`src/inc/gate_pkg.sv`:
```
package gate_pkg;
  // Register byte offsets
  localparam logic [11:0] RUN_CLOCK_CONFIG_OFS = 12'h060;
  localparam logic [11:0] RUN_GATING_OFS       = 12'h100;
  localparam logic [11:0] SLEEP_GATING_OFS     = 12'h110;
  localparam logic [11:0] DEEP_GATING_OFS      = 12'h120;
  localparam logic [11:0] IRQ_STATUS_OFS       = 12'h200;
  localparam logic [11:0] IRQ_ENABLE_OFS       = 12'h204;
  localparam logic [11:0] IRQ_CLEAR_OFS        = 12'h208;

  // Gating register field positions
  localparam int CAN_BIT   = 24;
  localparam int PWM_BIT   = 20;
  localparam int ADC_BIT   = 16;
  localparam int RATE_LSB  = 8;
  localparam int RATE_W    = 4;
  localparam int HIB_BIT   = 6;
  localparam int WDT_BIT   = 3;
  localparam logic [31:0] GATE_MASK = 32'h0111_0F48;

  // Reset values
  localparam logic [31:0] DEEP_RST  = 32'h0000_0040;
  localparam logic [31:0] RUN_RST   = 32'h0000_0000;
  localparam logic [31:0] SLEEP_RST = 32'h0000_0000;

  // ADC rate codes
  localparam logic [3:0] RATE_125K = 4'h0;
  localparam logic [3:0] RATE_250K = 4'h1;
  localparam logic [3:0] RATE_500K = 4'h2;

  // Auto gating enable position in run clock config
  localparam int ACG_BIT = 27;

  // Unit indices on the unit access port
  localparam int UNITS = 5;
  localparam logic [2:0] U_CAN = 3'h0;
  localparam logic [2:0] U_PWM = 3'h1;
  localparam logic [2:0] U_ADC = 3'h2;
  localparam logic [2:0] U_HIB = 3'h3;
  localparam logic [2:0] U_WDT = 3'h4;

  // Interrupt status bits
  localparam int IRQ_W     = 3;
  localparam int EV_FAULT  = 0;
  localparam int EV_DEEP   = 1;
  localparam int EV_WAKE   = 2;

  // System power mode, one-hot
  typedef enum logic [2:0] {
    MODE_RUN   = 3'b001,
    MODE_SLEEP = 3'b010,
    MODE_DEEP  = 3'b100
  } mode_t;
endpackage

```
`src/core/deep_sleep_gating.sv`:
```
// Local design decision: the APB register port.
`timescale 1ns/1ns
`default_nettype none
module deep_sleep_gating
  import gate_pkg::*;
#(
  parameter logic [3:0] ADC_RATE_MAX = RATE_500K
) (
  input  wire logic        ref_clk,
  input  wire logic        rst,
  input  wire logic        psel,
  input  wire logic        penable,
  input  wire logic        pwrite,
  input  wire logic [11:0] paddr,
  input  wire logic [31:0] pwdata,
  output logic      [31:0] prdata,
  output logic             pready,
  output logic             pslverr,
  input  wire logic        sleep_in,
  input  wire logic        deep_in,
  input  wire logic        unit_req,
  input  wire logic [2:0]  unit_idx,
  output logic             unit_ack,
  output logic             unit_fault,
  output logic             can_clk_en,
  output logic             pwm_clk_en,
  output logic             adc_clk_en,
  output logic             hib_clk_en,
  output logic             wdt_clk_en,
  output logic [3:0]       adc_rate,
  output logic             irq
);

  // Keep writable fields, cap ADC rate code
  function automatic logic [31:0] gate_write(input logic [31:0] d);
    logic [31:0] v;
    v = d & GATE_MASK;
    if (v[RATE_LSB +: RATE_W] > ADC_RATE_MAX) begin
      v[RATE_LSB +: RATE_W] = ADC_RATE_MAX;
    end
    return v;
  endfunction

  // Unit enable vector indexed by unit number
  function automatic logic [UNITS-1:0] unit_vec(input logic [31:0] g);
    logic [UNITS-1:0] u;
    u = '0;
    u[U_CAN] = g[CAN_BIT];
    u[U_PWM] = g[PWM_BIT];
    u[U_ADC] = g[ADC_BIT];
    u[U_HIB] = g[HIB_BIT];
    u[U_WDT] = g[WDT_BIT];
    return u;
  endfunction

  // Mode pins: three stages, change when last two agree
  logic [1:0] s1_r, s2_r, s3_r, pin_r;
  logic [1:0] pin_nxt;
  mode_t      mode_r, mode_nxt;

  always_comb begin
    pin_nxt = (s2_r == s3_r) ? s3_r : pin_r;
    if (pin_r[1]) begin
      mode_nxt = MODE_DEEP;
    end else if (pin_r[0]) begin
      mode_nxt = MODE_SLEEP;
    end else begin
      mode_nxt = MODE_RUN;
    end
  end

  always_ff @(posedge ref_clk or posedge rst) begin
    if (rst) begin
      s1_r   <= 2'h0;
      s2_r   <= 2'h0;
      s3_r   <= 2'h0;
      pin_r  <= 2'h0;
      mode_r <= MODE_RUN;
    end else begin
      s1_r   <= {deep_in, sleep_in};
      s2_r   <= s1_r;
      s3_r   <= s2_r;
      pin_r  <= pin_nxt;
      mode_r <= mode_nxt;
    end
  end

  // APB slave with one wait state
  logic [31:0] run_r, sleep_r, deep_r, cfg_r;
  logic [31:0] run_nxt, sleep_nxt, deep_nxt, cfg_nxt;
  logic [IRQ_W-1:0] ien_r, ien_nxt, stat_r, stat_nxt;
  logic [31:0] prdata_nxt;
  logic        pready_nxt, pslverr_nxt, hit, wr, acc;
  logic [IRQ_W-1:0] clr, ev;
  logic [31:0] rd;

  always_comb begin
    acc = psel & penable & ~pready;
    wr  = psel & penable & pready & pwrite & ~pslverr;
    hit = 1'b1;
    unique case (paddr)
      RUN_CLOCK_CONFIG_OFS: rd = cfg_r;
      RUN_GATING_OFS:       rd = run_r;
      SLEEP_GATING_OFS:     rd = sleep_r;
      DEEP_GATING_OFS:      rd = deep_r;
      IRQ_STATUS_OFS:       rd = {{(32-IRQ_W){1'b0}}, stat_r};
      IRQ_ENABLE_OFS:       rd = {{(32-IRQ_W){1'b0}}, ien_r};
      IRQ_CLEAR_OFS:        rd = 32'h0000_0000;
      default: begin
        rd  = 32'h0000_0000;
        hit = 1'b0;
      end
    endcase
    pready_nxt  = acc;
    pslverr_nxt = acc & ~hit;
    prdata_nxt  = (acc & ~pwrite) ? rd : 32'h0000_0000;
    run_nxt   = run_r;
    sleep_nxt = sleep_r;
    deep_nxt  = deep_r;
    cfg_nxt   = cfg_r;
    ien_nxt   = ien_r;
    clr       = '0;
    if (wr) begin
      unique case (paddr)
        RUN_CLOCK_CONFIG_OFS: cfg_nxt = pwdata & (32'h1 << ACG_BIT);
        RUN_GATING_OFS:       run_nxt = gate_write(pwdata);
        SLEEP_GATING_OFS:     sleep_nxt = gate_write(pwdata);
        DEEP_GATING_OFS:      deep_nxt = gate_write(pwdata);
        IRQ_ENABLE_OFS:       ien_nxt = pwdata[IRQ_W-1:0];
        IRQ_CLEAR_OFS:        clr = pwdata[IRQ_W-1:0];
        default:              clr = '0;
      endcase
    end
  end

  always_ff @(posedge ref_clk or posedge rst) begin
    if (rst) begin
      run_r   <= RUN_RST;
      sleep_r <= SLEEP_RST;
      deep_r  <= DEEP_RST;
      cfg_r   <= 32'h0000_0000;
      ien_r   <= '0;
      prdata  <= 32'h0000_0000;
      pready  <= 1'b0;
      pslverr <= 1'b0;
    end else begin
      run_r   <= run_nxt;
      sleep_r <= sleep_nxt;
      deep_r  <= deep_nxt;
      cfg_r   <= cfg_nxt;
      ien_r   <= ien_nxt;
      prdata  <= prdata_nxt;
      pready  <= pready_nxt;
      pslverr <= pslverr_nxt;
    end
  end

  // Choose gating copy by mode and auto gating
  logic        auto_gating_enable;
  logic [31:0] eff;
  always_comb begin
    auto_gating_enable = cfg_r[ACG_BIT];
    if (auto_gating_enable && mode_r == MODE_DEEP) begin
      eff = deep_r;
    end else if (auto_gating_enable && mode_r == MODE_SLEEP) begin
      eff = sleep_r;
    end else begin
      eff = run_r;
    end
  end

  // Clock enables and rate from flip-flops
  logic [UNITS-1:0] en, en_nxt;
  logic [3:0]       rate_nxt;
  always_comb begin
    en_nxt   = unit_vec(eff);
    rate_nxt = eff[RATE_LSB +: RATE_W];
  end

  always_ff @(posedge ref_clk or posedge rst) begin
    if (rst) begin
      en       <= '0;
      adc_rate <= RATE_125K;
    end else begin
      en       <= en_nxt;
      adc_rate <= rate_nxt;
    end
  end

  assign can_clk_en = en[U_CAN];
  assign pwm_clk_en = en[U_PWM];
  assign adc_clk_en = en[U_ADC];
  assign hib_clk_en = en[U_HIB];
  assign wdt_clk_en = en[U_WDT];

  // Unit access: ack every request, also fault when gated or index unknown
  logic ack_nxt, fault_nxt, known;
  always_comb begin
    known     = unit_idx < 3'(UNITS);
    ack_nxt   = unit_req;
    fault_nxt = unit_req & ~(known && en[unit_idx]);
  end

  // Events: fault, entered deep-sleep, woke
  logic mode_chg;
  always_comb begin
    mode_chg = mode_nxt != mode_r;
    ev = '0;
    ev[EV_FAULT] = fault_nxt;
    ev[EV_DEEP]  = mode_chg && mode_nxt == MODE_DEEP;
    ev[EV_WAKE]  = mode_chg && mode_nxt == MODE_RUN;
    stat_nxt = (stat_r & ~clr) | ev;
  end

  logic irq_nxt;
  always_comb begin
    irq_nxt = |(stat_nxt & ien_nxt);
  end

  always_ff @(posedge ref_clk or posedge rst) begin
    if (rst) begin
      unit_ack   <= 1'b0;
      unit_fault <= 1'b0;
      stat_r     <= '0;
      irq        <= 1'b0;
    end else begin
      unit_ack   <= ack_nxt;
      unit_fault <= fault_nxt;
      stat_r     <= stat_nxt;
      irq        <= irq_nxt;
    end
  end
endmodule
`default_nettype wire

```
`config.mk`:
```
export PLATFORM = sky130hd
export DESIGN_NAME = deep_sleep_gating
export DESIGN_NICKNAME = d
export VERILOG_FILES = /design/src/inc/gate_pkg.sv /design/src/core/deep_sleep_gating.sv
export SDC_FILE = /design/constraint.sdc
export NUM_CORES = 1
export LEC_CHECK = 0
export ABC_AREA = 1
export BUFFER_PORTS_ARGS = -buffer_cell sky130_fd_sc_hd__buf_2
export CORE_MARGIN = 3
export CORE_UTILIZATION = 45
export CTS_CLUSTER_DIAMETER = 120
export DETAILED_ROUTE_END_ITERATION = 8
export GPL_TIMING_DRIVEN = 0
export HOLD_SLACK_MARGIN = 0.05
export PLACE_DENSITY_LB_ADDON = 0.1
export SYNTH_ARGS = -nofsm -noshare
export SYNTH_HDL_FRONTEND = slang
export SYNTH_SLANG_ARGS = --single-unit
```
`constraint.sdc`:
```
create_clock -name ref_clk -period 5.9 [get_ports ref_clk]
set_input_delay 0.59 -clock ref_clk [delete_from_list [all_inputs] [get_ports ref_clk]]
set_output_delay 0.59 -clock ref_clk [all_outputs]
set_load 0.05 [all_outputs]
```
==> results of run 1 <==
## report_power, final
group	switching [uW]	internal [uW]
Clock	189	281
Sequential	9.09	505
Combinational	80.7	31.1
Total	279	818
## cells in the mapped netlist, drive strengths merged
master | n | share of area (%)
nor4 | 1 | 0.18
o21a | 2 | 0.42
clkbuf | 3 | 0.31
clkinv | 1 | 0.10
nand2 | 122 | 13
or2 | 1 | 0.18
conb | 1 | 0.10
dfrtp | 70 | 49
buf | 24 | 5.3
nor2 | 63 | 10
nand4 | 13 | 2.6
nand3 | 22 | 3.5
inv | 53 | 5.6
nor3 | 7 | 0.98
o21ai | 28 | 4.7
xnor2 | 1 | 0.25
nand3b | 1 | 0.21
a31oi | 9 | 1.6
dfstp | 2 | 1.5
## how the worst min path moves through the flow
stage	endpoint	cells after the start	slack, ns	startpoint
3_5_place_dp	s2_r[1]	0	0.34	s1_r[1]
3_3_place_gp	s2_r[0]	0	0.33	s1_r[0]
5_1_grt	s1_r[0]	1	0.33	sleep_in
6_report	s1_r[0]	1	0.34	sleep_in
4_1_cts	s1_r[0]	1	0.33	sleep_in
2_1_floorplan	s2_r[0]	0	0.33	s1_r[0]
## logic make-up after synthesis
family                    after synthesis  share of synthesized area (%)
AOI/OAI and AO/OA                      39                          6.650
xor gates and xnor gates                1                         0.2451
buffers and inverters                  81                          11.27
DFF                                    72                          50.47
other                                   1                         0.1049
and+or+nand+nor                       230                          31.26
## layer usage
layer | wire, um | vias up
li1 | - | 1485
met1 | 3543 | 1324
met2 | 3563 | 96
met3 | 540 | 9
met4 | 98 | 0
met5 | 0 | -
## cell type report
cell class              count  area (um2)
plain buffers              27       200.2
flip-flops and latches     72        1804
well taps                  99       123.9
inverters                  54       205.2
clock buffers               9       123.9
clock inverters             7       118.9
fillers                   683        3164
repair buffers             62       310.3
multi-input cells         289        1435
## through the flow
stage / hold slack (ns) / instances / worst slack [ns] / total power (uW)
final: 0.3431 / 619 / 4.077 / 1097
after global routing: 0.3280 / 619 / 3.992 / 1143
after CTS: 0.3301 / 619 / 4.086 / 1106
after detailed placement: 0.3405 / 603 / 3.852 / 634.6
after global placement: 0.3325 / 603 / 2.622 / 632.5
after floorplan: 0.3312 / 442 / 3.488 / 604.5
## critical path, delay by kind of cell (launching register included)
family	cells	cell delay (ns)
flip-flops	1	0.39
buffers and inverters	2	0.40
AO/OA/AOI/OAI	1	0.07
AND/OR/NAND/NOR	4	0.82
## sequential cells by signal, summed over array words and instances, names as in the netlist, 3 cells and up
name / flops
deep_r: 9
en: 5
mode_r: 3
sleep_r: 9
adc_rate: 4
ien_r: 3
stat_r: 3
prdata: 13
run_r: 9
==> Flow_metrics.wiki, run 1 <==
{| class="wikitable"
! Metric !! Value
|-
| Met3 track demand over resource in global routing || slightly below 4%
|-
| Relative slew margins || around 42%
|-
| Slowest cell on the critical path || dfrtp_1
|-
| Leading cell types in the layout, fill and taps excluded || 116 x nand2_1, 70 x dfrtp_1, 63 x buf_2, 46 x inv_1, 45 x nor2_1
|-
| Number of DRC markers after the initial detailed-route iteration || between 100 and 150
|-
| Achievable frequency || 548.6 MHz
|-
| Area of the die || ~9000 um2
|-
| Met1 capacity usage during global routing || 24.48%
|-
| Arrival @ worst endpoint || approximately 2 ns
|-
| Synthesized instance count || between 400 and 500
|-
| Post-route setup TNS || 0 ns
|-
| Drt first pass iters || 4
|-
| Initial antenna violation count || 0
|-
| Critical path fanouts, max || 10
|-
| Post-route DRC violation count || 0
|-
| Inserted Clock Buffers || 9
|-
| Portion of the post-synthesis area used by sequential elements || between 50% and 60%
|-
| Clock tree skew after final layout || between 0.007 and 0.008 ns
|-
| Kind of end point of the critical path || flop
|-
| Worst-path cell chain || inv_1 -> nand2_1 -> nor2_4 -> nand4_2 -> clkbuf_1 -> nand2_1 -> o21ai_1
|-
| Clock slew at the register clock pins of the worst setup and hold paths || around 0.08 ns
|-
| Cell seen most often among critical-path stages || nand2_1
|-
| Cell area power density || ~250 nW/um2
|-
| Die height || 95.13 um
|-
| Maximum number of pins on one net before global-route repair || between 70 and 80
|-
| Fraction of layout cells with a size suffix above 1 || ~28%
|-
| Count of nets after finishing || 570
|-
| Lkg Pwr || ~0.0023 uW
|-
| Data required time at the worst endpoint || between 6 and 7 ns
|-
| Reg2Reg Setup Slack || between 4 and 5 ns
|-
| Post-CTS setup buffer count || 0
|-
| Worst-skew pair later-pin latency || around 0.35 ns
|-
| Setup CP Type || flop to flop
|-
| WL final || 7746 um
|-
| End point of the critical path || run_r[16]
|-
| Number of hold buffers added after CTS || 0
|-
| Mean routed wirelength per cell || approximately 13 um
|-
| Sink count of the clock tree || 72
|-
| Number of violations of the max-capacitance limit || 0
|-
| Result of the run || completed
|-
| Worst flop-to-flop path startpoint || pslverr
|-
| Post-Syn Area per Cell || ~8.4 um2
|-
| Buffer cell driving the clock tree root || clkbuf_8
|-
| Synthesis-stage register bit count || 72
|-
| Global-route layer with the greatest usage || met2
|-
| Drt via density || 4.708
|-
| Number of placed I/O pins || about 100
|-
| Final critical path time including I/O delays and setup || about 1.8 ns
|-
| Global-route total usage across every layer || about 18%
|-
| Post-CTS Resized || 0
|-
| Worst-margin pin slew || between 0.8 and 0.9 ns
|-
| Final Max Tran Viols || 0
|-
| Endpoint of the worst-slack reg-to-reg timing path || run_r[16]
|-
| Delay of the slowest cell on the worst path || 0.39 ns
|-
| Final cell utilization of the core || ~58%
|-
| Most frequent standard cell in the layout excluding fill and tap cells || nand2_1
|-
| Area post-placement || slightly above 4000 um2
|-
| Netlist Area Pre-Place || between 3000 and 4000 um2
|-
| Vias || between 2000 and 3000
|-
| Startpoint Class || flop
|-
| Vias in the first global route || roughly 2700
|-
| Number of cell rows || 31
|-
| Area growth from synthesis to layout || 20.90%
|-
| Yosys warns || 0
|-
| Global-route met2 utilization || between 20% and 30%
|-
| Tightest Hold Check Type || input pin to flop
|-
| Detail Placement HPWL || around 5700 um
|-
| RSZ-0062 raised after global routing || false
|-
| Number of distinct library cells after synthesis || 32
|-
| Initial core utilization || about 48%
|-
| ANT cells || 0
|-
| Final critical-path share of the clock period || a little under a third
|-
| H-tree levels || 3
|-
| CTS tree || done
|-
| Port buffer count || 62
|-
| CP startpoint || pslverr
|-
| Core box area || 7486 um2
|-
| Peak VDD IR || roughly 0.14 mV
|-
| Overflow after GRT || 0
|-
| Final design area excluding fillers || ~4300 um2
|-
| First-pass GRT wire length || 12300 um
|-
| GP Congestion || around 0.83
|-
| Post-route ant nets || 0
|-
| Number of hold-slack violations in the final timing report || 0
|-
| Setup-violating endpoint count in the final report || 0
|-
| Width of the die || about 95 um
|-
| Number of buffers on the longest clock path || 2
|-
| Count of cells along the worst register-to-register path || 7
|}
No activity file was read; power rests on OpenSTA's default activity.
==> run 2: changes to the inputs <==
--- a/config.mk
+++ b/config.mk
@@ -5,7 +5,7 @@
 export SDC_FILE = /design/constraint.sdc
 export NUM_CORES = 1
 export LEC_CHECK = 0
-export ABC_AREA = 1
+export ABC_AREA = 0
 export BUFFER_PORTS_ARGS = -buffer_cell sky130_fd_sc_hd__buf_2
 export CORE_MARGIN = 3
 export CORE_UTILIZATION = 45
==> constraint.sdc (replaced) <==
create_clock -name ref_clk -period 1.9 [get_ports ref_clk]
set_input_delay 0.19 -clock ref_clk [delete_from_list [all_inputs] [get_ports ref_clk]]
set_output_delay 0.19 -clock ref_clk [all_outputs]
set_load 0.05 [all_outputs]
==> run 2 against run 1 <==
Area after synthesis shrank 9.5%. Wire length shrank 5.5%. Sequential cell count is the same. Sequential power grew to 3.1 times the previous value. Global-route usage grew 0.48 points. Largest cell class unchanged. The flow now finishes with violations (negative setup slack). Sequential share of layout area grew 1.8 points.
==> Flow_metrics.wiki, run 2 <==
{| class="wikitable"
! Metric !! Value
|-
| Area growth from synthesis to layout || 28.15%
|-
| Clock slew at the register clock pins of the worst setup and hold paths || around 0.070 ns
|-
| Setup-violating endpoint count in the final report || 5
|-
| Startpoint Class || flop
|-
| Family with the most delay on the worst path || simple AND/OR/NAND/NOR gates
|-
| Achievable frequency || between 500 and 600 MHz
|-
| Synthesized instance count || 284
|-
| CTS tree || done
|-
| Synth Area in Compound Gates || 9.861%
|-
| Largest family of logic cells by synthesized area || simple AND/OR/NAND/NOR gates
|-
| Netlist Area Pre-Place || 3236 um2
|-
| Delay of the slowest cell on the worst path || between 0.5 and 0.6 ns
|-
| Fraction of layout cells with a size suffix above 1 || between 30% and 40%
|-
| Overflow after GRT || 0
|-
| Port buffer count || 62
|-
| ANT cells || 0
|-
| Number of DRC markers after the initial detailed-route iteration || 99
|-
| Post-synthesis share of cell area spent on xor and xnor gates || less than 1%
|-
| Number of buffers on the longest clock path || 2
|-
| Number of cell rows || 30
|-
| Tightest Hold Check Type || input pin to flop
|-
| Simple-gate area share of the yosys netlist || between 10% and 20%
|-
| Violations in the final reports || negative setup slack
|-
| Post-synthesis mux area share || roughly a tenth
|-
| Initial antenna violation count || 0
|-
| Post-route DRC violation count || 0
|-
| CP startpoint || pslverr
|-
| Worst-skew pair later-pin latency || between 0.3 and 0.4 ns
|-
| Yosys warns || 0
|-
| Most common cell in the synthesized netlist || dfrtp_1
|-
| Relative slew margins || between 50% and 60%
|-
| Hold path start || pwdata[27]
|-
| Setup CP Type || flop to flop
|-
| Drt first pass iters || 4
|-
| Lkg Pwr || roughly 0.002 uW
|-
| Inserted Clock Buffers || 9
|-
| GP Congestion || between 0.8 and 0.9
|-
| Slowest cell on the critical path || or4_4
|-
| Cell count after placement || between 400 and 500
|-
| First-pass GRT wire length || approximately 12000 um
|-
| Drt via density || between 5 and 6
|-
| Leading cell types in the layout, fill and taps excluded || 68 x dfrtp_1, 63 x buf_2, 25 x buf_4, 19 x conb_1, 17 x a21oi_1
|-
| Final critical path time including I/O delays and setup || between 1.5 and 2 ns
|-
| Number of violations of the max-capacitance limit || 0
|-
| H-tree levels || 3
|-
| Post-Syn Area per Cell || 11.39 um2
|-
| Count of flip-flops with a built-in enable after synthesis || 0
|-
| Portion of the post-synthesis area used by sequential elements || between 50% and 60%
|-
| Cell area power density || a little under 800 nW/um2
|-
| Sink count of the clock tree || 72
|-
| Post-route ant nets || 0
|-
| Core box area || ~6900 um2
|-
| Share of flip-flops with an asynchronous set or reset || 100.0%
|-
| Global-route total usage across every layer || 18.38%
|-
| Buffer cell driving the clock tree root || clkbuf_8
|-
| WL final || ~7300 um
|-
| Data required time at the worst endpoint || between 2 and 2.5 ns
|-
| RSZ-0062 raised after global routing || true
|-
| Detail Placement HPWL || around 5000 um
|-
| Worst-margin pin slew || about 0.74 ns
|-
| Width of the die || 90.80 um
|-
| Kind of end point of the critical path || flop
|-
| Register with the most flip-flops || prdata
|-
| Final critical-path share of the clock period || 103.2%
|-
| Die height || between 90 and 100 um
|-
| Worst Setup Slack post-DPL || -0.3127 ns
|-
| Worst hold margin || 0.07935 ns
|-
| Clock tree skew after final layout || 0.01239 ns
|-
| Number of hold-slack violations in the final timing report || 0
|-
| Number of distinct library cells after synthesis || 48
|-
| Vias in the first global route || 2420
|-
| Area of the die || a little over 8000 um2
|-
| Arrival @ worst endpoint || 2.20 ns
|-
| Synthesis-stage register bit count || 72
|-
| Dominant cell type by area after synthesis || dfrtp_1
|-
| Biggest area contributors in the synthesized netlist || dfrtp_1 54%, buf_4 4.4%, mux2_2 4.2%
|-
| Initial core utilization || a little under half
|-
| Number of placed I/O pins || a little over 100
|-
| Most frequent standard cell in the layout excluding fill and tap cells || dfrtp_1
|-
| Area share of the largest cell type after synthesis || 54.14%
|-
| Final Max Tran Viols || 0
|-
| Flip-flop count of the largest register after layout || 13
|-
| Result of the run || finished with violations
|-
| Worst-path cell chain || or3_4 -> or4_4 -> buf_8 -> mux2_4
|-
| Adder-Cell Fraction of Synth Area || 0%
|-
| Mean routed wirelength per cell || roughly 15 um
|-
| Setup slack of the critical path after layout || -0.06170 ns
|-
| Number of buffer and inverter stages on the critical path || 1
|-
| Maximum number of pins on one net before global-route repair || 43
|-
| Top post-synthesis cells by count || 70 x dfrtp_1, 19 x buf_4, 18 x a21oi_1
|-
| Peak VDD IR || approximately 0.42 mV
|-
| Dominant register cell in the synthesized netlist || dfrtp_1
|-
| Critical path fanouts, max || 7
|-
| Count of nets after finishing || 440
|-
| Number of cells in the finished layout apart from fillers || ~490
|-
| Worst flop-to-flop path startpoint || pslverr
|-
| Vias || approximately 2500
|}
==> run 2: cell types whose count changed after synthesis, sizes merged, moves of 16 or more <==
cell / delta
inv: -39
nand2: -105
nor2: -50
mux2: +16
a21oi: +18
o21ai: -16
==> run 2: timing repair <==
item	in CTS	in global routing
pin swaps	1	2
gates resized for setup	9	12
setup endpoints to repair	9	35
gates cloned	0	0
hold buffers	4	0
setup buffers	6	0
endpoints found under the hold margin	33	0
==> run 2: where the power goes <==
group,internal [uW],total [uW],switching [uW]
Clock,814,1390,581
Sequential,1560,1590,22.4
Combinational,98.0,304,206
==> run 2: layout make-up <==
class	instances	area, um2
repair buffers	73	427.9
well taps	96	120.1
clock inverters	4	76.32
clock buffers	12	155.1
flip-flops and latches	72	1807
multi-input cells	188	1311
inverters	14	56.30
fillers	595	2723
plain buffers	27	192.7
==> run 2: kinds of logic after synthesis <==
logic type,Yosys count
simple gates,88
mux,29
other cells,1
xor+xnor,2
compound gates,50
buf+inv,42
flops,72
==> run 2: layer usage <==
metal	up-vias	share of wire (%)	global-route usage (%)
met1	1219	45	23.72
met2	81	46	28.41
met5	-	0	0
li1	1173	-	-
met4	0	1.7	8.417
met3	10	6.9	5.667
==> run 2: stage by stage <==
stage / power (uW) / cell area [um2] / TNS [ns] / util, %
after floorplan: 1819 / 3312 / -1.844 / -
after detailed placement: 1909 / 3762 / -5.727 / 54.77
after CTS: 3299 / 4118 / -0.6158 / 59.95
after global routing: 3395 / 4146 / -0.4249 / 60.36
final: 3284 / 4146 / -0.2039 / 60.36
after global placement: 1899 / 3742 / -5.133 / 54.48
==> run 2: final timing paths <==
path                               to  slack [ns]  depth (start not counted)
min                         cfg_r[27]        0.08                          2
max in group asynchronous   deep_r[6]        0.75                          4
max                        deep_r[16]       -0.06                          4
min reg2reg                   s2_r[1]        0.35                          0
max reg2reg                deep_r[16]       -0.06                          4
min in group asynchronous     s2_r[0]        0.48                          3
==> run 2: worst reg2reg max path: stages, from the launching register on <==
cell     delay (ns)
dfrtp_2        0.42
or3_4          0.41
or4_4          0.56
buf_8          0.17
mux2_4         0.29
==> run 3: changes to the inputs <==
--- a/config.mk
+++ b/config.mk
@@ -14,6 +14,8 @@
 export GPL_TIMING_DRIVEN = 0
 export HOLD_SLACK_MARGIN = 0.05
 export PLACE_DENSITY_LB_ADDON = 0.1
+export REMOVE_ABC_BUFFERS = 1
+export SKIP_CTS_REPAIR_TIMING = 1
 export SYNTH_ARGS = -nofsm -noshare
 export SYNTH_HDL_FRONTEND = slang
 export SYNTH_SLANG_ARGS = --single-unit
==> run 3 against run 2 <==
The run still ends with negative setup slack left. Register-to-register slack gained 0.02 ns. Sequential power is essentially flat. First-iteration DRC count grew 18%. Wire length shrank 0.87%. Worst setup slack gained 0.021 ns. Sequential cell count is the same. Sequential share of layout area grew 1.7 points. Utilization shrank 2.3 points. Clock-buffer cell count shrank 1. Clock power shrank 10%. Die area is the same. Largest cell class unchanged.
==> Flow_metrics.wiki, run 3 (same netlist as run 2, synthesis figures left out) <==
{| class="wikitable"
! Metric !! Value
|-
| Port buffer count || 62
|-
| Layout fillers || between 600 and 700
|-
| Overflow after GRT || 0
|-
| CTS tree || done
|-
| Worst-margin pin slew || ~0.9 ns
|-
| Final cell utilization of the core || 58.03%
|-
| Tightest Hold Check Type || input pin to asynchronous set/reset pin
|-
| Inserted Clock Buffers || 9
|-
| Worst Setup Slack post-DPL || -1.143 ns
|-
| Initial core utilization || 47.10%
|-
| Total chip power || around 3100 uW
|-
| Count of nets after finishing || 416
|-
| Net switching fraction of the power || 25.98%
|-
| Number of cell rows || 30
|-
| ANT cells || 0
|-
| Number of placed I/O pins || approximately 100
|-
| Leading cell types in the layout, fill and taps excluded || 70 x dfrtp_1, 62 x buf_2, 19 x conb_1, 17 x a21oi_1, 16 x nand2_1
|-
| Fraction of layout cells with a size suffix above 1 || between 30% and 40%
|-
| Vias || 2388
|-
| Internal power of the cells || 2305 uW
|-
| Worst hold margin || between 0.03 and 0.04 ns
|-
| Post-route ant nets || 0
|-
| Relative slew margins || 41.43%
|-
| GP Congestion || 0.7777
|-
| Critical path fanouts, max || 6
|-
| First-pass GRT wire length || approximately 11000 um
|-
| Achievable frequency || 515.3 MHz
|-
| Switching power summed over all nets || between 800 and 900 uW
|-
| Number of buffers on the longest clock path || 2
|-
| Seq pwr share || 51.1%
|-
| Mean routed wirelength per cell || between 15 and 20 um
|-
| H-tree levels || 3
|-
| Final Max Tran Viols || 0
|-
| Cell area power density || about 780 nW/um2
|-
| Number of hold-slack violations in the final timing report || 0
|-
| Initial antenna violation count || 0
|-
| Power share of the clock group || between 40% and 50%
|-
| Detail Placement HPWL || about 5000 um
|-
| Setup CP Type || flop to flop
|-
| Kind of end point of the critical path || flop
|-
| Startpoint Class || flop
|-
| Core box area || between 6000 and 7000 um2
|-
| Clock slew at the register clock pins of the worst setup and hold paths || 0.07 ns
|-
| Final critical path time including I/O delays and setup || between 1.5 and 2 ns
|-
| Drt first pass iters || 5
|-
| Register with the most flip-flops || prdata
|-
| Width of the die || just over 90 um
|-
| Arrival @ worst endpoint || 2.17 ns
|-
| Data required time at the worst endpoint || between 2 and 2.5 ns
|-
| Setup-violating endpoint count in the final report || 6
|-
| Final critical-path share of the clock period || 102.1%
|-
| Post-route DRC violation count || 0
|-
| Die height || around 91 um
|-
| Vias in the first global route || approximately 2200
|-
| Lkg Pwr || about 0.0019 uW
|-
| Area of the die || between 8000 and 9000 um2
|-
| Combinational group share of total power || just under 9%
|-
| Most frequent standard cell in the layout excluding fill and tap cells || dfrtp_1
|-
| Setup slack of the critical path after layout || -0.04068 ns
|-
| Sink count of the clock tree || 72
|-
| RSZ-0062 raised after global routing || true
|-
| Violations in the final reports || negative setup slack
|-
| Reg2Reg Setup Slack || -0.04 ns
|-
| Maximum number of pins on one net before global-route repair || 73
|-
| Clock tree skew after final layout || 0.006796 ns
|-
| Number of DRC markers after the initial detailed-route iteration || about 120
|-
| WL final || 7257 um
|-
| Result of the run || finished with violations
|-
| Area growth from synthesis to layout || 23.20%
|-
| Peak VDD IR || 0.4001 mV
|-
| Final design area excluding fillers || approximately 4000 um2
|-
| Flip-flop count of the largest register after layout || 13
|-
| Count of cells along the worst register-to-register path || 4
|-
| Endpoint of the worst-slack reg-to-reg timing path || deep_r[3]
|-
| Drt via density || 5.169
|-
| Seq. cell area || between 1500 and 2000 um2
|-
| Area post-placement || between 3000 and 4000 um2
|-
| Buffer cell driving the clock tree root || clkbuf_8
|-
| Worst-skew pair later-pin latency || around 0.35 ns
|-
| Number of violations of the max-capacitance limit || 0
|-
| Worst flop-to-flop path startpoint || pready
|-
| Global-route total usage across every layer || roughly 18%
|-
| Area of the multi-input gates || 1369 um2
|}
run 3: area by class of cell:
cell class                 count  area share [%]
sequential                    72           45.26
multi-input combinational    189           34.34
timing repair buffer          75           10.83
clock buffer                  11           3.798
tap                           96           3.013
clock inverter                 5           1.381
inverter                      14           1.381
run 3: worst max path at each step:
stage	end	slack, ns	start
finish	deep_r[3]	-0.04	pready
detailed placement	prdata[16]	-1.14	paddr[4]
global placement	prdata[3]	-1.66	paddr[1]
floorplan	run_r[16]	-0.85	pready
global route	run_r[3]	-0.09	pready
CTS	prdata[16]	-0.76	paddr[4]
run 3: worst max-delay path: stages (launching register included):
cell,delay (ns)
dfrtp_1,0.37
nand2_1,0.08
or3_4,0.41
or4_4,0.64
mux2_4,0.33
run 3: metrics by stage:
step                TNS (ns)  instances
floorplan             -22.06        274
finish               -0.1342        462
detailed placement    -15.64        434
global route         -0.7681        462
CTS                   -9.273        450
global placement     -106.78        432
run 3: power by group through the flow:
stage | Sequential, uW | Combinational, uW | Clock [uW]
after global placement | 1610 | 249 | 0
after floorplan | 1630 | 157 | 0
after global routing | 1600 | 298 | 1350
final | 1590 | 272 | 1250
after CTS | 1590 | 258 | 1270
after detailed placement | 1620 | 258 | 0
run 3: per-layer routing:
| layer | wire length (um) | vias to the layer above | share of wire, % | global-route usage (%) |
|---|---|---|---|---|
| li1 | - | 1121 | - | - |
| met5 | 0 | - | 0 | 0 |
| met4 | 93 | 0 | 1.3 | 8.291 |
| met1 | 3312 | 1173 | 46 | 24.29 |
| met2 | 3411 | 82 | 47 | 26.74 |
| met3 | 440 | 12 | 6.1 | 3.833 |
